## src/verilog/ckg_regs.vh

```
// Register offsets, field positions and reset values of the clock status,
// divider and gating block.
// Assumes a word-addressed byte offset on the register port.
`ifndef CKG_REGS_VH
`define CKG_REGS_VH

// ============================================================
// Register offsets (byte addresses)
`define CKG_ADDR_READY_STATUS   12'h008
`define CKG_ADDR_FAIL_IRQ       12'h00c
`define CKG_ADDR_PLL_DIV_CFG    12'h018
`define CKG_ADDR_PLL_BYPASS     12'h01c
`define CKG_ADDR_CORE_PRESCALE  12'h020
`define CKG_ADDR_CORE_GATES     12'h024
`define CKG_ADDR_CONV_DIVIDER   12'h028
`define CKG_ADDR_PERIPH_GATES_A 12'h02c
`define CKG_ADDR_PERIPH_GATES_B 12'h030

// ============================================================
// Reset values
`define CKG_RST_READY_STATUS    32'h0000_0028
`define CKG_RST_CORE_GATES      32'h0000_0065

// ============================================================
// Field positions
`define CKG_BIT_SLOW_RC_READY   5
`define CKG_BIT_FAST_RC_READY   3
`define CKG_BIT_CRYSTAL_READY   2
`define CKG_BIT_PLL_READY       1
`define CKG_BIT_STUCK_FLAG      0
`define CKG_BIT_STUCK_IRQ_EN    16
`define CKG_FLD_PLL_FB_DIV      26:23
`define CKG_FLD_PLL_OUT_DIV     22:21
`define CKG_BIT_PLL_BYPASS      31
`define CKG_FLD_CORE_DIV        2:0
`define CKG_FLD_CONV_DIV        18:16
`define CKG_BIT_PORT_B          17
`define CKG_BIT_PORT_A          16
`define CKG_BIT_REF_CLK         11
`define CKG_BIT_BRIDGE_KEEP     6
`define CKG_BIT_MATRIX_KEEP     5
`define CKG_BIT_RAM_KEEP        2
`define CKG_BIT_FLASH_KEEP      0
`define CKG_BIT_EXT_IRQ_UNIT    15
`define CKG_BIT_PIN_FUNC        14
`define CKG_BIT_UART            10
`define CKG_BIT_USART           8
`define CKG_BIT_SPI             4
`define CKG_BIT_I2C             0
`define CKG_BIT_SINGLE_TMR1     29
`define CKG_BIT_SINGLE_TMR0     28
`define CKG_BIT_CONV_CTRL       24
`define CKG_BIT_BASIC_TMR       16
`define CKG_BIT_GENERAL_TMR     8
`define CKG_BIT_ALWAYS_ON       6
`define CKG_BIT_WATCHDOG        4

// Writable masks: reserved bits never store.
`define CKG_MASK_PLL_DIV_CFG    32'h07e0_0000
`define CKG_MASK_PLL_BYPASS     32'h8000_0000
`define CKG_MASK_CORE_PRESCALE  32'h0000_0007
`define CKG_MASK_CORE_GATES     32'h0003_0865
`define CKG_MASK_CONV_DIVIDER   32'h0007_0000
`define CKG_MASK_PERIPH_GATES_A 32'h0000_c511
`define CKG_MASK_PERIPH_GATES_B 32'h3101_0150

`endif

```

## src/verilog/ckg_top.v

```verilog
// Clock status, divider and gating block of the clock control unit.
// Assumes one system clock CLOCK; oscillator status pins are asynchronous,
// the sleep request and monitor enable come from logic on CLOCK.
// Divided clocks leave as one-cycle enable pulses on CLOCK.
//
// Notes on behaviour
// - Slow RC, fast RC and crystal ready flags at bits 5, 3, 2, read only.
// - PLL ready flag at bit 1 shows PLL output is stable.
// - Stuck flag bit 0 sets on crystal stuck with monitor on; write one clears.
// - Clock failure interrupt raised only while enable bit 16 is one.
// - PLL feedback divider bits 26:23 and output divider bits 22:21 held.
// - Bypass bit 31 passes PLL input straight to its output.
// - Core bus clock divides system clock by 1..16, codes 101-111 by 32.
// - Port B, port A and reference clock gates at bits 17, 16, 11.
// - Bridge, matrix, RAM clocks stop in Sleep unless keep bit is one.
// - Flash controller clock stops in Sleep unless bit 0 is one.
// - Converter clock divides core clock by 1..64, code 111 by 3.
// - Gates for ext irq unit, pin function, UART, USART, SPI, I2C.
// - Gates for two single timers, converter ctrl, basic, general timer.
// - Gates for always-on domain access and watchdog access clocks.
// - Crystal failure turns crystal off, forces fast RC, stops crystal PLL.
// - Clock failure interrupt goes to the non-maskable interrupt input.
//
// Strobed register access was chosen for this implementation.
`include "ckg_regs.vh"
`default_nettype none

module ckg_top
(
    // Clock and reset.
    input  wire        CLOCK,
    input  wire        RST,
    // Register port.
    input  wire [11:0] ADDR,
    input  wire [31:0] WDATA,
    input  wire        WR,
    input  wire        RD,
    output reg  [31:0] RDATA,
    // Oscillator status pins, asynchronous.
    input  wire        SLOW_RC_STABLE,
    input  wire        FAST_RC_STABLE,
    input  wire        CRYSTAL_STABLE,
    input  wire        PLL_STABLE,
    input  wire        CRYSTAL_STUCK,
    // Control from the clock source logic and power controller.
    input  wire        CRYSTAL_MONITOR_ENABLE,
    input  wire        PLL_FROM_CRYSTAL,
    input  wire        SLEEP,
    // Failure handling.
    output reg         NMI_REQ,
    output reg         CRYSTAL_OFF,
    output reg         FORCE_FAST_RC,
    output reg         PLL_OFF,
    // PLL settings.
    output reg  [3:0]  PLL_FEEDBACK_DIVIDER,
    output reg  [3:0]  PLL_OUTPUT_RATIO,
    output reg         PLL_BYPASS,
    // Divided clock enables.
    output reg         CORE_BUS_TICK,
    output reg         CONVERTER_TICK,
    // Bus and memory clock enables.
    output reg         BRIDGE_CLK_EN,
    output reg         MATRIX_CLK_EN,
    output reg         RAM_CLK_EN,
    output reg         FLASH_CTRL_CLK_EN,
    // Peripheral clock enables.
    output reg         PORT_B_CLK_EN,
    output reg         PORT_A_CLK_EN,
    output reg         REF_CLK_EN,
    output reg         EXT_IRQ_UNIT_CLK_EN,
    output reg         PIN_FUNCTION_CLK_EN,
    output reg         UART_CLK_EN,
    output reg         USART_CLK_EN,
    output reg         SPI_CLK_EN,
    output reg         I2C_CLK_EN,
    output reg         SINGLE_TIMER_1_CLK_EN,
    output reg         SINGLE_TIMER_0_CLK_EN,
    output reg         CONVERTER_CTRL_CLK_EN,
    output reg         BASIC_TIMER_CLK_EN,
    output reg         GENERAL_TIMER_CLK_EN,
    output reg         ALWAYS_ON_ACCESS_CLK_EN,
    output reg         WATCHDOG_ACCESS_CLK_EN
);

    // ============================================================
    // Helper functions

    // Core bus division minus one; codes above 100 all give 32.
    function [4:0] core_div_m1;
        input [2:0] code;
        begin
            if (code > 3'h4)
                core_div_m1 = 5'h1f;
            else
                core_div_m1 = (5'h01 << code) - 5'h01;
        end
    endfunction

    // Converter division minus one; code 111 gives 3.
    function [5:0] conv_div_m1;
        input [2:0] code;
        begin
            if (code == 3'h7)
                conv_div_m1 = 6'h02;
            else
                conv_div_m1 = (6'h01 << code) - 6'h01;
        end
    endfunction

    // Three-flop synchroniser with agreement of the last two stages.
    // Stage one feeds only stage two, so metastability stays contained.
    function sync_next;
        input s2;
        input s3;
        input held;
        begin
            sync_next = (s2 == s3) ? s3 : held;
        end
    endfunction

    // ============================================================
    // Register storage

    reg  [3:0]  pll_feedback_divider_r;
    reg  [1:0]  pll_output_divider_r;
    reg         pll_bypass_r;
    reg  [2:0]  core_bus_divider_r;
    reg  [31:0] core_gates_r;
    reg  [2:0]  converter_divider_r;
    reg  [31:0] gates_a_r;
    reg  [31:0] gates_b_r;
    reg         stuck_irq_enable_r;
    reg         stuck_flag_r;
    reg         stuck_flag_nxt;

    wire        wr_stuck = WR && (ADDR == `CKG_ADDR_FAIL_IRQ);

    // Software writes; reserved bits are masked out before storing.
    always @(posedge CLOCK or posedge RST)
    begin
        if (RST)
        begin
            pll_feedback_divider_r <= 4'h0;
            pll_output_divider_r   <= 2'h0;
            pll_bypass_r           <= 1'b0;
            core_bus_divider_r     <= 3'h0;
            core_gates_r           <= `CKG_RST_CORE_GATES;
            converter_divider_r    <= 3'h0;
            gates_a_r              <= 32'h0000_0000;
            gates_b_r              <= 32'h0000_0000;
            stuck_irq_enable_r     <= 1'b0;
        end
        else if (WR)
        begin
            case (ADDR)
                `CKG_ADDR_FAIL_IRQ:
                    stuck_irq_enable_r <= WDATA[`CKG_BIT_STUCK_IRQ_EN];
                `CKG_ADDR_PLL_DIV_CFG:
                begin
                    pll_feedback_divider_r <= WDATA[`CKG_FLD_PLL_FB_DIV];
                    pll_output_divider_r   <= WDATA[`CKG_FLD_PLL_OUT_DIV];
                end
                `CKG_ADDR_PLL_BYPASS:
                    pll_bypass_r <= WDATA[`CKG_BIT_PLL_BYPASS];
                `CKG_ADDR_CORE_PRESCALE:
                    core_bus_divider_r <= WDATA[`CKG_FLD_CORE_DIV];
                `CKG_ADDR_CORE_GATES:
                    core_gates_r <= WDATA & `CKG_MASK_CORE_GATES;
                `CKG_ADDR_CONV_DIVIDER:
                    converter_divider_r <= WDATA[`CKG_FLD_CONV_DIV];
                `CKG_ADDR_PERIPH_GATES_A:
                    gates_a_r <= WDATA & `CKG_MASK_PERIPH_GATES_A;
                `CKG_ADDR_PERIPH_GATES_B:
                    gates_b_r <= WDATA & `CKG_MASK_PERIPH_GATES_B;
                default:
                    ;
            endcase
        end
    end

    // ============================================================
    // Oscillator status synchronisers

    // Order: slow RC, fast RC, crystal, PLL, crystal stuck.
    reg  [4:0] sync1_r;
    reg  [4:0] sync2_r;
    reg  [4:0] sync3_r;
    reg  [4:0] status_r;
    wire [4:0] pins = {SLOW_RC_STABLE, FAST_RC_STABLE, CRYSTAL_STABLE,
                       PLL_STABLE, CRYSTAL_STUCK};
    integer    i;

    // RC oscillators start out ready so the status reads its reset value.
    always @(posedge CLOCK or posedge RST)
    begin
        if (RST)
        begin
            sync1_r  <= 5'h18;
            sync2_r  <= 5'h18;
            sync3_r  <= 5'h18;
            status_r <= 5'h18;
        end
        else
        begin
            sync1_r <= pins;
            sync2_r <= sync1_r;
            sync3_r <= sync2_r;
            for (i = 0; i < 5; i = i + 1)
                status_r[i] <= sync_next(sync2_r[i], sync3_r[i],
                                         status_r[i]);
        end
    end

    wire slow_rc_ready    = status_r[4];
    wire fast_rc_ready    = status_r[3];
    wire crystal_ready    = status_r[2];
    wire pll_locked_ready = status_r[1];
    wire crystal_stuck    = status_r[0];

    // ============================================================
    // Clock stuck flag and failure response

    // A new stuck event beats a write-one clear in the same cycle.
    always @*
    begin
        stuck_flag_nxt = stuck_flag_r;
        if (wr_stuck && WDATA[`CKG_BIT_STUCK_FLAG])
            stuck_flag_nxt = 1'b0;
        if (crystal_stuck && CRYSTAL_MONITOR_ENABLE)
            stuck_flag_nxt = 1'b1;
    end

    // Failure response holds as long as the flag stands, so software
    // must clear the flag before the crystal may be restarted.
    always @(posedge CLOCK or posedge RST)
    begin
        if (RST)
        begin
            stuck_flag_r  <= 1'b0;
            NMI_REQ       <= 1'b0;
            CRYSTAL_OFF   <= 1'b0;
            FORCE_FAST_RC <= 1'b0;
            PLL_OFF       <= 1'b0;
        end
        else
        begin
            stuck_flag_r  <= stuck_flag_nxt;
            NMI_REQ       <= stuck_flag_nxt && stuck_irq_enable_r;
            CRYSTAL_OFF   <= stuck_flag_nxt;
            FORCE_FAST_RC <= stuck_flag_nxt;
            PLL_OFF       <= stuck_flag_nxt && PLL_FROM_CRYSTAL;
        end
    end

    // ============================================================
    // PLL settings

    always @(posedge CLOCK or posedge RST)
    begin
        if (RST)
        begin
            PLL_FEEDBACK_DIVIDER <= 4'h0;
            PLL_OUTPUT_RATIO     <= 4'h1;
            PLL_BYPASS           <= 1'b0;
        end
        else
        begin
            PLL_FEEDBACK_DIVIDER <= pll_feedback_divider_r;
            PLL_OUTPUT_RATIO     <= 4'h1 << pll_output_divider_r;
            PLL_BYPASS           <= pll_bypass_r;
        end
    end

    // ============================================================
    // Core bus and converter dividers

    reg  [4:0] core_cnt_r;
    reg  [4:0] core_m1_r;
    reg  [5:0] conv_cnt_r;
    reg  [5:0] conv_m1_r;
    wire       core_end = (core_cnt_r == core_m1_r);
    wire       conv_end = core_end && (conv_cnt_r == conv_m1_r);

    // A new code is taken only at the end of a period, so no period is
    // ever cut short; the price is up to one old period of latency.
    always @(posedge CLOCK or posedge RST)
    begin
        if (RST)
        begin
            core_cnt_r     <= 5'h00;
            core_m1_r      <= 5'h00;
            conv_cnt_r     <= 6'h00;
            conv_m1_r      <= 6'h00;
            CORE_BUS_TICK  <= 1'b0;
            CONVERTER_TICK <= 1'b0;
        end
        else
        begin
            CORE_BUS_TICK  <= core_end;
            CONVERTER_TICK <= conv_end;
            if (core_end)
            begin
                core_cnt_r <= 5'h00;
                core_m1_r  <= core_div_m1(core_bus_divider_r);
                if (conv_end)
                begin
                    conv_cnt_r <= 6'h00;
                    conv_m1_r  <= conv_div_m1(converter_divider_r);
                end
                else
                    conv_cnt_r <= conv_cnt_r + 6'h01;
            end
            else
                core_cnt_r <= core_cnt_r + 5'h01;
        end
    end

    // ============================================================
    // Clock gates

    // Gates move only on a core bus tick, so a gated clock never gets a
    // runt pulse; Sleep drops the bus clocks whose keep bit is zero.
    always @(posedge CLOCK or posedge RST)
    begin
        if (RST)
        begin
            BRIDGE_CLK_EN           <= 1'b1;
            MATRIX_CLK_EN           <= 1'b1;
            RAM_CLK_EN              <= 1'b1;
            FLASH_CTRL_CLK_EN       <= 1'b1;
            PORT_B_CLK_EN           <= 1'b0;
            PORT_A_CLK_EN           <= 1'b0;
            REF_CLK_EN              <= 1'b0;
            EXT_IRQ_UNIT_CLK_EN     <= 1'b0;
            PIN_FUNCTION_CLK_EN     <= 1'b0;
            UART_CLK_EN             <= 1'b0;
            USART_CLK_EN            <= 1'b0;
            SPI_CLK_EN              <= 1'b0;
            I2C_CLK_EN              <= 1'b0;
            SINGLE_TIMER_1_CLK_EN   <= 1'b0;
            SINGLE_TIMER_0_CLK_EN   <= 1'b0;
            CONVERTER_CTRL_CLK_EN   <= 1'b0;
            BASIC_TIMER_CLK_EN      <= 1'b0;
            GENERAL_TIMER_CLK_EN    <= 1'b0;
            ALWAYS_ON_ACCESS_CLK_EN <= 1'b0;
            WATCHDOG_ACCESS_CLK_EN  <= 1'b0;
        end
        else if (core_end)
        begin
            BRIDGE_CLK_EN     <= !SLEEP || core_gates_r[`CKG_BIT_BRIDGE_KEEP];
            MATRIX_CLK_EN     <= !SLEEP || core_gates_r[`CKG_BIT_MATRIX_KEEP];
            RAM_CLK_EN        <= !SLEEP || core_gates_r[`CKG_BIT_RAM_KEEP];
            FLASH_CTRL_CLK_EN <= !SLEEP || core_gates_r[`CKG_BIT_FLASH_KEEP];
            PORT_B_CLK_EN     <= core_gates_r[`CKG_BIT_PORT_B];
            PORT_A_CLK_EN     <= core_gates_r[`CKG_BIT_PORT_A];
            REF_CLK_EN        <= core_gates_r[`CKG_BIT_REF_CLK];
            EXT_IRQ_UNIT_CLK_EN <= gates_a_r[`CKG_BIT_EXT_IRQ_UNIT];
            PIN_FUNCTION_CLK_EN <= gates_a_r[`CKG_BIT_PIN_FUNC];
            UART_CLK_EN         <= gates_a_r[`CKG_BIT_UART];
            USART_CLK_EN        <= gates_a_r[`CKG_BIT_USART];
            SPI_CLK_EN          <= gates_a_r[`CKG_BIT_SPI];
            I2C_CLK_EN          <= gates_a_r[`CKG_BIT_I2C];
            SINGLE_TIMER_1_CLK_EN <= gates_b_r[`CKG_BIT_SINGLE_TMR1];
            SINGLE_TIMER_0_CLK_EN <= gates_b_r[`CKG_BIT_SINGLE_TMR0];
            CONVERTER_CTRL_CLK_EN <= gates_b_r[`CKG_BIT_CONV_CTRL];
            BASIC_TIMER_CLK_EN    <= gates_b_r[`CKG_BIT_BASIC_TMR];
            GENERAL_TIMER_CLK_EN  <= gates_b_r[`CKG_BIT_GENERAL_TMR];
            ALWAYS_ON_ACCESS_CLK_EN <= gates_b_r[`CKG_BIT_ALWAYS_ON];
            WATCHDOG_ACCESS_CLK_EN  <= gates_b_r[`CKG_BIT_WATCHDOG];
        end
    end

    // ============================================================
    // Read path

    reg [31:0] rdata_nxt;

    // Unmapped offsets and reserved bits read as zero.
    always @*
    begin
        rdata_nxt = 32'h0000_0000;
        case (ADDR)
            `CKG_ADDR_READY_STATUS:
            begin
                rdata_nxt[`CKG_BIT_SLOW_RC_READY] = slow_rc_ready;
                rdata_nxt[`CKG_BIT_FAST_RC_READY] = fast_rc_ready;
                rdata_nxt[`CKG_BIT_CRYSTAL_READY] = crystal_ready;
                rdata_nxt[`CKG_BIT_PLL_READY]     = pll_locked_ready;
            end
            `CKG_ADDR_FAIL_IRQ:
            begin
                rdata_nxt[`CKG_BIT_STUCK_IRQ_EN] = stuck_irq_enable_r;
                rdata_nxt[`CKG_BIT_STUCK_FLAG]   = stuck_flag_r;
            end
            `CKG_ADDR_PLL_DIV_CFG:
            begin
                rdata_nxt[`CKG_FLD_PLL_FB_DIV]  = pll_feedback_divider_r;
                rdata_nxt[`CKG_FLD_PLL_OUT_DIV] = pll_output_divider_r;
            end
            `CKG_ADDR_PLL_BYPASS:
                rdata_nxt[`CKG_BIT_PLL_BYPASS] = pll_bypass_r;
            `CKG_ADDR_CORE_PRESCALE:
                rdata_nxt[`CKG_FLD_CORE_DIV] = core_bus_divider_r;
            `CKG_ADDR_CORE_GATES:
                rdata_nxt = core_gates_r;
            `CKG_ADDR_CONV_DIVIDER:
                rdata_nxt[`CKG_FLD_CONV_DIV] = converter_divider_r;
            `CKG_ADDR_PERIPH_GATES_A:
                rdata_nxt = gates_a_r;
            `CKG_ADDR_PERIPH_GATES_B:
                rdata_nxt = gates_b_r;
            default:
                rdata_nxt = 32'h0000_0000;
        endcase
    end

    // Read data stands only in the cycle after the strobe.
    always @(posedge CLOCK or posedge RST)
    begin
        if (RST)
            RDATA <= 32'h0000_0000;
        else if (RD)
            RDATA <= rdata_nxt;
        else
            RDATA <= 32'h0000_0000;
    end

endmodule // ckg_top

`default_nettype wire
```

## config.mk

```make
export PLATFORM = sky130hd
export DESIGN_NAME = ckg_top
export DESIGN_NICKNAME = d
export VERILOG_FILES = /design/src/verilog/ckg_top.v
export VERILOG_INCLUDE_DIRS = /design/src /design/src/verilog
export SDC_FILE = /design/constraint.sdc
export NUM_CORES = 1
export LEC_CHECK = 0
export ABC_AREA = 1
export BUFFER_PORTS_ARGS = -buffer_cell sky130_fd_sc_hd__clkbuf_2
export CAP_MARGIN = 5
export CORE_UTILIZATION = 54
export DETAILED_ROUTE_END_ITERATION = 8
export PLACE_DENSITY = 0.77
export SETUP_SLACK_MARGIN = 0.15
export SLEW_MARGIN = 20
export SYNTH_ARGS = -nofsm -noshare
export SYNTH_HDL_FRONTEND = slang
export SYNTH_SLANG_ARGS = --single-unit
```

## constraint.sdc

```tcl
create_clock -name CLOCK -period 3.92 [get_ports CLOCK]
set_input_delay 0 -clock CLOCK [delete_from_list [all_inputs] [get_ports CLOCK]]
set_output_delay 0 -clock CLOCK [all_outputs]
set_load 0.05 [all_outputs]
```

; ---- Word-level counts from Yosys, hierarchy flattened
; Cells that the tools add are included.
[word_totals]
ff_bits = 142
in_bits = 56
out_inout_bits = 67
[op_classes]
addsub = 4
order_cmp = 1
n_eq_ne = 17
shift = 3
muxes = 18
reduce_logical = 20
[op_table]
columns = op, count
row1 = $eq 12x6->1 const B, 5
row2 = $mux 32, 1
row3 = $pmux 10 s3, 1
row4 = $eq 12x4->1 const B, 2
row5 = $eq 12x5->1 const B, 2
row6 = $reduce_and 2->1, 9
row7 = $mux 6, 2
row8 = $pmux 6 s2, 1
row9 = $mux 5, 2
row10 = $pmux 1 s4, 2
row11 = $add 6x1->6 const B, 1
row12 = $eq 6x6->1, 1
row13 = $logic_and 1x1->1, 6
row14 = $pmux 2 s3, 1
row15 = $shl 1x3->6 const A, 1
row16 = $sub 6x1->6 const B, 1
row17 = $add 5x1->5 const B, 1
row18 = $eq 1x1->1, 5
row19 = $eq 5x5->1, 1
row20 = $shl 1x3->5 const A, 1
row21 = $sub 5x1->5 const B, 1
row22 = $logic_or 1x1->1, 4
row23 = $mux 1, 4
row24 = $pmux 1 s2, 2
row25 = other kinds (6), 6

; ---- Longest topological paths before layout
; Gate-level depths: netlist of run 1.
[logic_depth]
depth_word = 6
depth_mapped = 11
mapped_depth_nobuf = 9

; ---- Worst setup path after synthesis of run 1
; No wires, ideal clock.
[synth_path]
path_type = flip-flop to flip-flop
startpoint = register converter_divider_r[0]
endpoint = register conv_m1_r[4]
t_arrival_ps = 1284
required_time_ps = 3855
path_slack_ps = 2571
path_stages_with_launch = 10
n_path_buf = 1
path_cell_list = dfrtp_1 -> clkbuf_1 -> nor2_1 -> nand2_1 -> ha_1 -> inv_1 -> o21ai_0 -> a21oi_1 -> nand3_1 -> nand2_1
[synth_between]
elab_chain_cells = 3
[synth_rtl]
columns = item, line_no
row1 = "start, declared", ckg_top.v:129  ; reg [2:0] converter_divider_r;
row2 = "start signal, assigned", ckg_top.v:170  ; converter_divider_r <= WDATA[`CKG_FLD_CONV_DIV];
row3 = $shl 1x3->6, ckg_top.v:106  ; conv_div_m1 = (6'h01 << code) - 6'h01;
row4 = $sub 6x1->6, ckg_top.v:106
row5 = $mux 6 *, ckg_top.v:103  ; if (code == 3'h7)
row6 = "end signal, assigned", ckg_top.v:308  ; conv_m1_r <= conv_div_m1(converter_divider_r);
row7 = "end, declared", ckg_top.v:280  ; reg [5:0] conv_m1_r;
; Every way passes the cells marked *; elsewhere a longest branch is shown, timed or not.
; A chain may end at the register's enable or synchronous reset.

; ---- Worst setup path after layout of run 1
[layout_path]
startpoint = input ADDR[1]
endpoint = register pll_bypass_r
[layout_between]
elab_chain_cells = 2
[layout_rtl]
columns = item, line_no
row1 = "start, declared", ckg_top.v:34  ; input wire [11:0] ADDR,
row2 = $eq 12x5->1, ckg_top.v:155  ; case (ADDR)
row3 = $reduce_and 2->1 (no source line), --
row4 = "end signal, assigned", ckg_top.v:164  ; pll_bypass_r <= WDATA[`CKG_BIT_PLL_BYPASS];
row5 = "end, declared", ckg_top.v:126  ; reg pll_bypass_r;
; Every way passes these cells.

==> results of run 1 <==
-- through the flow --
step                setup WS (ns)  power (mW)
finish                      0.530        3.89
global route                0.425        4.08
CTS                         0.658        3.91
detailed placement           2.22        2.41
global placement             2.30        2.39
floorplan                   0.365        2.26
-- cells by family (layout without fill, tap and decap cells) --
logic type / Yosys count / in the layout / synth area share
AO/OA/AOI/OAI: 56 / 56 / 0.0531
XOR/XNOR: 11 / 11 / 0.0169
adder cells (fa/ha/maj): 9 / 9 / 0.0176
buffers and inverters: 96 / 267 / 0.0758
flip-flops: 134 / 134 / 0.592
other: 1 / 8 / 0.000658
AND/OR/NAND/NOR: 319 / 319 / 0.244
-- state kept, by name (all words and copies together) (netlist names), 5 cells and up --
signal / cells
gates_a_r: 6
sync3_r: 5
conv_m1_r: 6
sync1_r: 5
status_r: 5
RDATA: 24
core_cnt_r: 5
sync2_r: 5
conv_cnt_r: 6
core_gates_r: 7
gates_b_r: 7
core_m1_r: 5
-- cell type report --
type / instances / area [um2]
Sequential cell: 134 / 3370
Multi-Input combinational cell: 403 / 1920
Clock buffer: 28 / 505
Clock inverter: 3 / 40.0
Timing Repair Buffer: 164 / 1110
Fill cell: 756 / 2890
Tap cell: 136 / 170
Inverter: 72 / 273
-- worst paths after layout --
| check | end | slack (ns) | depth (start not counted) |
|---|---|---|---|
| setup / recovery | pll_bypass_r$_DFFE_PP0P_ | 0.53 | 12 |
| hold / removal | gates_a_r[8]$_DFFE_PP0P_ | 0.04 | 3 |
| setup reg to reg | conv_m1_r[0]$_DFFE_PP0P_ | 2.17 | 7 |
| hold reg to reg | sync2_r[1]$_DFF_PP0_ | 0.35 | 0 |
| max in group asynchronous | PLL_OUTPUT_RATIO[0]$_DFF_PP1_ | 2.71 | 4 |
| min in group asynchronous | sync1_r[1]$_DFF_PP0_ | 0.21 | 3 |
-- layer usage --
layer	vias up	wire length, um
li1	2278	-
met1	2296	5350
met2	189	6660
met3	43	758
met4	0	418
met5	-	0
-- worst reg2reg max path, delay by kind of cell, from the launching register on --
family                    cells  cell delay (ns)
xor gates and xnor gates      1             0.22
buffers and inverters         1             0.33
DFF                           1             0.41
and+or+nand+nor               5             0.66
-- power groups by stage --
stage | logic [mW] | registers [mW] | clock network [mW]
global placement | 0.758 | 1.63 | 0
global route | 0.908 | 1.63 | 1.53
CTS | 0.823 | 1.61 | 1.47
detailed placement | 0.781 | 1.63 | 0
floorplan | 0.423 | 1.83 | 0
finish | 0.824 | 1.62 | 1.45
-- cells in the mapped netlist, types with 2 or more instances --
cell type | instances | area, um2
nand3_1 | 51 | 255
nor2_4 | 6 | 67.6
nor2_1 | 55 | 206
nand2_1 | 180 | 676
o21a_1 | 2 | 15.0
a21boi_0 | 2 | 15.0
nor3_1 | 4 | 20.0
o21ai_0 | 25 | 125
nor2_2 | 4 | 25.0
xor2_1 | 6 | 52.6
o21ai_2 | 3 | 26.3
dfstp_2 | 17 | 447
buf_6 | 3 | 33.8
buf_2 | 8 | 40.0
clkbuf_1 | 2 | 7.51
ha_1 | 4 | 50.1
nand2_2 | 6 | 37.5
nand4_1 | 6 | 37.5
dfrtp_1 | 117 | 2930
buf_4 | 10 | 75.1
maj3_1 | 5 | 50.1
o21ai_1 | 18 | 90.1
xnor2_1 | 5 | 43.8
inv_2 | 5 | 18.8
inv_1 | 67 | 251
a21oi_1 | 5 | 25.0
nor4_1 | 2 | 12.5
-- repair_timing --
action / 4_1_cts / 5_1_grt
hold endpoints to repair: 120 / 0
hold buffers: 56 / 0
setup buffers: 0 / 0
setup endpoints to repair: 0 / 0
==> flow_summary.ini, run 1 <==
[timing]
fin_skew_ns = 0.00529
slew_headroom = 0.391
drv_slew = 0
setup_violations = 0
holdWs_ns = 0.0414
min_period_ns = 3.39
fmax_mhz = 295
fin_crit_sh = 0.865
rsz0062_at_grt = false
tns_ns = 0
final_hold_viol_count = 0
worst_pin_slew_ns = 0.914

[place]
post-place-cells = 853
portBuffers = 105
hpwl_mm = 8.41
routabilityCongestion = 0.888
place_area_um2 = 6280

[setup_path]
worstPathArrival_ns = 3.79
critical-path-slowest-cell = dlygate4sd3_1
cp.required_ns = 4.32
start_kind = input port
path_delay_family = buffers and inverters
crit_path_max_incr_delay_ns = 0.65
crit_start = ADDR[1]
worstPathCellList = dlygate4sd3_1 -> clkbuf_2 -> nor2_4 -> dlygate4sd3_1 -> nand2_2 -> dlygate4sd3_1 -> nor2_2 -> nand3_1 -> nor2_1 -> dlygate4sd3_1 -> a21oi_1 -> dlygate4sd3_1
r2r_start = core_cnt_r[1]$_DFF_PP0_
critPathBufInv = 6
cp-end-kind = register
crit_top_cell = dlygate4sd3_1
path_class = input port to register
path_max_fanout = 4

[clock_tree]
cts_resized = 0
h-tree-depth = 4
path_clk_slew_ns = 0.05
cts-root-buf = clkbuf_8
cts.sinks = 134
tritoncts = yes
insertion_delay_ns = 0.52
cts_buffer_depth = 2
numCtsBuffers = 17

[yosys]
synth_flop_cell = dfrtp_1
netlist_area_um2 = 5700
async_flop_share = 1.00
syn_inst = 626
ys_seq_elements = 134
ys_warn_count = 0
avgSynthCellArea_um2 = 9.10
synth-seq-area-share = 0.592
ys_types = 35
synth_edf_count = 0

[finish]
final_cell_count_no_fill = 940
stdcell_area_um2 = 7390
layout-drive-gt1-share = 0.221
final_cell_mix = nand2_1 (180), dfrtp_1 (117), clkbuf_2 (105), inv_1 (66), dlygate4sd3_1 (56)
antenna-diode-count = 0
synthToLayoutAreaGrowth_pct = 29.7
final_common_cell = nand2_1
post-route-util = 0.719
fin_nets = 852

[grt]
met3_usage = 0.0724
grt-busiest-layer = met2
grt_antenna_before_repair = 0
gr-total-overflow = 0
grt_usage = 0.261
grt_pass1_vias = 4762
grt_use_met2 = 0.433
grt_pass1_wl_mm = 22.0
grt_max_degree = 78
grt_util_met1 = 0.308

[pwr]
p_switching_mw = 1.21
p_seq_frac = 0.416
p_per_area_nw_per_um2 = 526
p_comb_frac = 0.212
switching_share = 0.312
power.internal_mw = 2.68
ir_drop_mv = 0.358
p_leak_nw = 3.88
clockPowerShare = 0.372

[die]
coreArea_um2 = 10300
initial_core_util = 0.554
die_w_um = 105
fp.dieArea_um2 = 11000
io_pins = 123
dieHeight_um = 105
fp-row-count = 37

[route]
dr.first_iter.drc_count = 281
num_vias = 4806
routedWlPerCell_um = 14.0
drtPass1Iterations = 5
postRouteAntennaNets = 0
vias_per_cell = 5.11
routed_wl_mm = 13.2
drc = 0

[hold_path]
holdCritStartpoint = WR
hp-class = input port to register

[flow_run]
maxCapViolCount = 0

[run_status]
status = finished, final reports clean
(Power assumes the default switching activity.)
==> run 2: changes to the inputs <==
- CORE_UTILIZATION: 54 -> 35
- CTS_CLUSTER_SIZE: default -> 25
- PLACE_DENSITY: 0.77 -> default
- PLACE_DENSITY_LB_ADDON: default -> 0.12
==> run 2 against run 1 <==
Highest routed layer unchanged; core utilization down 25 points; register-to-register slack worse by 0.06 ns; via count down 6.7%; setup slack better by 1.3 ns; total power up 4.9%; critical endpoint is now RDATA[18]$_DFF_PP0_; largest power group is now clock.
==> flow_summary.ini, run 2 (synthesis results as in run 1) <==
[timing]
worst_pin_slew_ns = 0.955
rsz0062_at_grt = false
fmax_mhz = 479
setup_violations = 0
final_hold_viol_count = 0
setup_ws_ns = 1.83
drv_slew = 0
fin_crit_sh = 0.532
min_period_ns = 2.09
fin_skew_ns = 0.00829
slew_headroom = 0.364
tns_ns = 0

[die]
dieHeight_um = 130
die_w_um = 130
fp-row-count = 46
initial_core_util = 0.359
io_pins = 123
fp.dieArea_um2 = 16800
coreArea_um2 = 15900

[setup_path]
ff2ff_setup_slack_ns = 2.11
path_class = input port to register
r2r_cells = 7
start_kind = input port
r2r_start = core_cnt_r[4]$_DFF_PP0_
path_max_fanout = 5
worstPathArrival_ns = 2.40
cp.required_ns = 4.23
cp-end-kind = register
rr_endpoint = conv_m1_r[2]$_DFFE_PP0P_

[grt]
grt_usage = 0.174
gr-total-overflow = 0
grt_max_degree = 78
grt_pass1_wl_mm = 21.9
grt_pass1_vias = 4417
grt_antenna_before_repair = 0

[run_status]
status = finished, final reports clean

[finish]
final_common_cell = nand2_1
final_cell_mix = nand2_1 (180), dfrtp_1 (117), clkbuf_2 (105), inv_1 (66), nor2_1 (55)
fin_nets = 839
antenna-diode-count = 0
synthToLayoutAreaGrowth_pct = 30.4
layout-drive-gt1-share = 0.232
largest_reg_flops = 24
biggestRegsByFlops = RDATA x24, core_gates_r x7, gates_b_r x7
top_register = RDATA
final_cell_count_no_fill = 1008

[place]
preCtsSetupSlack_ns = 2.07
portBuffers = 105
hpwl_mm = 9.28
post-place-cells = 933
routabilityCongestion = 0.808

[flow_run]
maxCapViolCount = 0

[route]
dr.first_iter.drc_count = 240
num_vias = 4483
vias_per_cell = 4.45
drtPass1Iterations = 4
routed_wl_mm = 13.2
postRouteAntennaNets = 0
drc = 0
routedWlPerCell_um = 13.1

[hold_path]
hp-class = input port to register
hold_depth = 6
min_to = RDATA[31]$_DFF_PP0_
holdCritStartpoint = ADDR[5]

[clock_tree]
insertion_delay_ns = 0.42
h-tree-depth = 4
tritoncts = yes
cts-root-buf = clkbuf_16
path_clk_slew_ns = 0.06
numCtsBuffers = 17
cts.sinks = 134
cts_resized = 0
cts_buffer_depth = 2

[pwr]
p_leak_nw = 3.86
p_switching_mw = 1.30
switching_share = 0.319
clockPowerShare = 0.407
p_per_area_nw_per_um2 = 549
p_comb_frac = 0.198
ir_drop_mv = 0.310
power.internal_mw = 2.78
p_seq_frac = 0.395
==> run 2: changes by cell type in the layout (fill, tap and decap cells not counted), sizes merged <==
cell / previous run / this run
inv: 72 / 76
dlygate4sd3: 56 / 43
clkinv: 2 / 4
bufinv: 1 / 3
clkinvlp: 0 / 2
clkbuf: 133 / 124
==> run 2: worst max-delay path by stage <==
stage | startpoint | to | slack (ns)
2_1_floorplan | RST | ALWAYS_ON_ACCESS_CLK_EN$_DFFE_PP0N_ | 0.37
3_5_place_dp | core_m1_r[4]$_DFFE_PP0N_ | conv_m1_r[2]$_DFFE_PP0P_ | 2.07
4_1_cts | ADDR[7] | RDATA[18]$_DFF_PP0_ | 1.87
6_report | ADDR[7] | RDATA[18]$_DFF_PP0_ | 1.83
5_1_grt | ADDR[7] | core_gates_r[17]$_DFFE_PP0P_ | 1.66
3_3_place_gp | core_m1_r[4]$_DFFE_PP0N_ | conv_m1_r[5]$_DFFE_PP0P_ | 2.12
==> run 2: critical path: stages <==
cell and delay [ns]:
dlygate4sd3_1 0.54, clkbuf_2 0.12, nor2_1 0.17, dlygate4sd3_1 0.60, nand2_2 0.12, dlygate4sd3_1 0.59, nor4_1 0.27
==> run 2: per-layer routing <==
metal / vias up / wire (um) / share of wire / track usage
met1: 2103 / 6140 / 0.47 / 0.221
met4: 0 / 229 / 0.017 / 0.0711
met2: 97 / 6240 / 0.47 / 0.277
met5: - / 0 / 0 / 0
li1: 2260 / - / - / -
met3: 23 / 547 / 0.042 / 0.0524
==> run 2: cell type report <==
cell class	instances	area [um2]
fill	1556	8460
clock buffer	19	443
inverter	72	273
timing repair buffer	151	978
sequential	134	3370
multi-input combinational	403	1920
tap	216	270
clock inverter	13	171
==> run 2: power groups by stage <==
stage	logic, mW	registers (mW)	clock network [mW]
finish	0.806	1.61	1.66
global route	0.905	1.63	1.76
detailed placement	0.786	1.64	0
floorplan	0.423	1.83	0
global placement	0.774	1.63	0
CTS	0.820	1.61	1.70
==> run 2: through the flow <==
| stage | instance area [um2] | util | hold slack (ns) | power, mW |
|---|---|---|---|---|
| global route | 7430 | 0.468 | 0.0552 | 4.30 |
| global placement | 6380 | 0.402 | 0.0913 | 2.40 |
| floorplan | 5720 | - | 0.00448 | 2.26 |
| detailed placement | 6380 | 0.402 | 0.0889 | 2.42 |
| CTS | 7430 | 0.468 | 0.0180 | 4.14 |
| finish | 7430 | 0.468 | 0.0352 | 4.08 |
==> run 2: repair_timing <==
| item | 4_1_cts | 5_1_grt |
|---|---|---|
| hold buffers | 43 | 0 |
| hold endpoints to repair | 110 | 0 |
| buffers inserted | 0 | 0 |
| setup endpoints to repair | 0 | 0 |
==> run 3: changes to the inputs <==
- clock period: 3.92 -> 1.7 ns (I/O delays scaled with it)
==> run 3 against run 2 <==
Routed wire length is 0.83% lower; cell count is 0.40% higher; die area stayed put; register-to-register slack worse by 1.9 ns; combinational power grew to 2.5 times the previous value; critical path type unchanged; critical endpoint is now PLL_OFF$_DFF_PP0_.
==> flow_summary.ini, run 3 (synthesis results as in run 1) <==
[setup_path]
crit_path_max_incr_delay_ns = 0.55
cp.required_ns = 2.00
path_delay_family = buffers and inverters
start_kind = input port
path_class = input port to register
crit_start = ADDR[3]
ff2ff_setup_slack_ns = 0.25
r2r_start = converter_divider_r[0]$_DFFE_PP0P_
rr_endpoint = conv_m1_r[4]$_DFFE_PP0P_
r2r_cells = 8
worstPathArrival_ns = 1.76
cp-end-kind = register
critPathBufInv = 3
worstPathCellList = dlygate4sd3_1 -> buf_2 -> nand2_1 -> nor2_1 -> nand4_1 -> nand2_1 -> a21boi_0 -> dlygate4sd3_1
path_max_fanout = 8
critical-path-slowest-cell = dlygate4sd3_1

[clock_tree]
tritoncts = yes
cts-root-buf = clkbuf_16
h-tree-depth = 4
cts.sinks = 134
numCtsBuffers = 17
cts_buffer_depth = 2
path_clk_slew_ns = 0.06
insertion_delay_ns = 0.42

[timing]
min_period_ns = 1.46
drv_slew = 0
fin_crit_sh = 0.861
final_hold_viol_count = 0
fin_skew_ns = 0.00734
rsz0062_at_grt = false
setup_violations = 0
fmax_mhz = 683
tns_ns = 0

[finish]
fin_nets = 843
largest_reg_flops = 24
layout-drive-gt1-share = 0.251
final_cell_mix = nand2_1 (179), dfrtp_1 (116), clkbuf_2 (104), inv_1 (65), nor2_1 (54)
antenna-diode-count = 0
nFillCells = 1568
final_cell_count_no_fill = 1012
synthToLayoutAreaGrowth_pct = 32.1
final_common_cell = nand2_1
stdcell_area_um2 = 7530
top_register = RDATA
biggestRegsByFlops = RDATA x24, core_gates_r x7, gates_b_r x7

[pwr]
p_switching_mw = 2.95
clockPowerShare = 0.397
p_per_area_nw_per_um2 = 1270
power.internal_mw = 6.57
p_comb_frac = 0.212
total_power_mw = 9.52
ir_drop_mv = 0.730
p_seq_frac = 0.391
p_leak_nw = 3.90
switching_share = 0.310

[route]
num_vias = 4422
drtPass1Iterations = 4
dr.first_iter.drc_count = 217
routed_wl_mm = 13.0
routedWlPerCell_um = 12.9
drc = 0
postRouteAntennaNets = 0
vias_per_cell = 4.37

[hold_path]
hp-class = input port to register
hold_depth = 4
min_to = RDATA[18]$_DFF_PP0_
holdCritStartpoint = ADDR[7]

[place]
post-place-cells = 937
portBuffers = 105
hpwl_mm = 9.20
place_area_um2 = 6450
routabilityCongestion = 0.820

[grt]
grt_pass1_wl_mm = 21.0
grt_pass1_vias = 4214
grt_max_degree = 87
gr-total-overflow = 0
grt_antenna_before_repair = 0
grt_usage = 0.165

[run_status]
status = finished, final reports clean

[die]
die_w_um = 130
initial_core_util = 0.359
fp.dieArea_um2 = 16800
coreArea_um2 = 15900
io_pins = 123
dieHeight_um = 130
fp-row-count = 46

[flow_run]
maxCapViolCount = 0
==> run 3: power by group through the flow <==
stage                     combinational (mW)  sequential [mW]  clock [mW]
after global placement                  1.85             3.76           0
after detailed placement                1.88             3.77           0
after global routing                    2.20             3.76        4.00
after floorplan                        0.976             4.23           0
after CTS                               1.99             3.72        3.87
final                                   2.02             3.72        3.78
==> run 3: timing repair <==
item,in CTS,in global routing
hold buffers,38,0
hold endpoints to repair,170,0
gates resized for setup,1,9
pin swaps,1,1
setup endpoints to repair,34,47
setup buffers,3,2
==> run 3: per-layer routing <==
layer / GRT usage / part of all wire / up-vias
met1: 0.212 / 0.47 / 2056
li1: - / - / 2267
met5: 0 / 0 / -
met3: 0.0462 / 0.040 / 15
met2: 0.265 / 0.48 / 84
met4: 0.0636 / 0.015 / 0
==> run 3: per-stage QoR <==
stage / setup WS [ns] / utilization / hold slack [ns]
2_1_floorplan: 0.0487 / - / 0.00448
3_3_place_gp: 0.146 / 0.406 / 0.0887
3_5_place_dp: 0.0890 / 0.406 / 0.0910
4_1_cts: 0.180 / 0.471 / 0.00205
5_1_grt: 0.156 / 0.474 / 0.0439
6_report: 0.237 / 0.474 / 0.0259
==> run 3: tightest hold or removal path: stages <==
cell	delay [ns]
clkbuf_2	0.09
nor2_1	0.07
nand2_2	0.15
nor4_1	0.08
==> run 3: how the worst max path moves through the flow <==
| stage | end | slack [ns] | cells past startpoint |
|---|---|---|---|
| 6_report | PLL_OFF$_DFF_PP0_ | 0.24 | 8 |
| 5_1_grt | PLL_OFF$_DFF_PP0_ | 0.16 | 8 |
| 4_1_cts | conv_m1_r[0]$_DFFE_PP0P_ | 0.18 | 7 |
| 3_5_place_dp | WATCHDOG_ACCESS_CLK_EN$_DFFE_PP0N_ | 0.09 | 6 |
| 3_3_place_gp | ALWAYS_ON_ACCESS_CLK_EN$_DFFE_PP0N_ | 0.15 | 9 |
| 2_1_floorplan | ALWAYS_ON_ACCESS_CLK_EN$_DFFE_PP0N_ | 0.05 | 1 |
==> run 3: area by class of cell <==
type / count / area [um2] / area share
timing repair buffer: 155 / 1050 / 0.139
multi-input combinational: 403 / 1940 / 0.257
inverter: 72 / 282 / 0.0374
tap: 216 / 270 / 0.0359
clock buffer: 20 / 467 / 0.0620
clock inverter: 12 / 150 / 0.0200
sequential: 134 / 3380 / 0.449
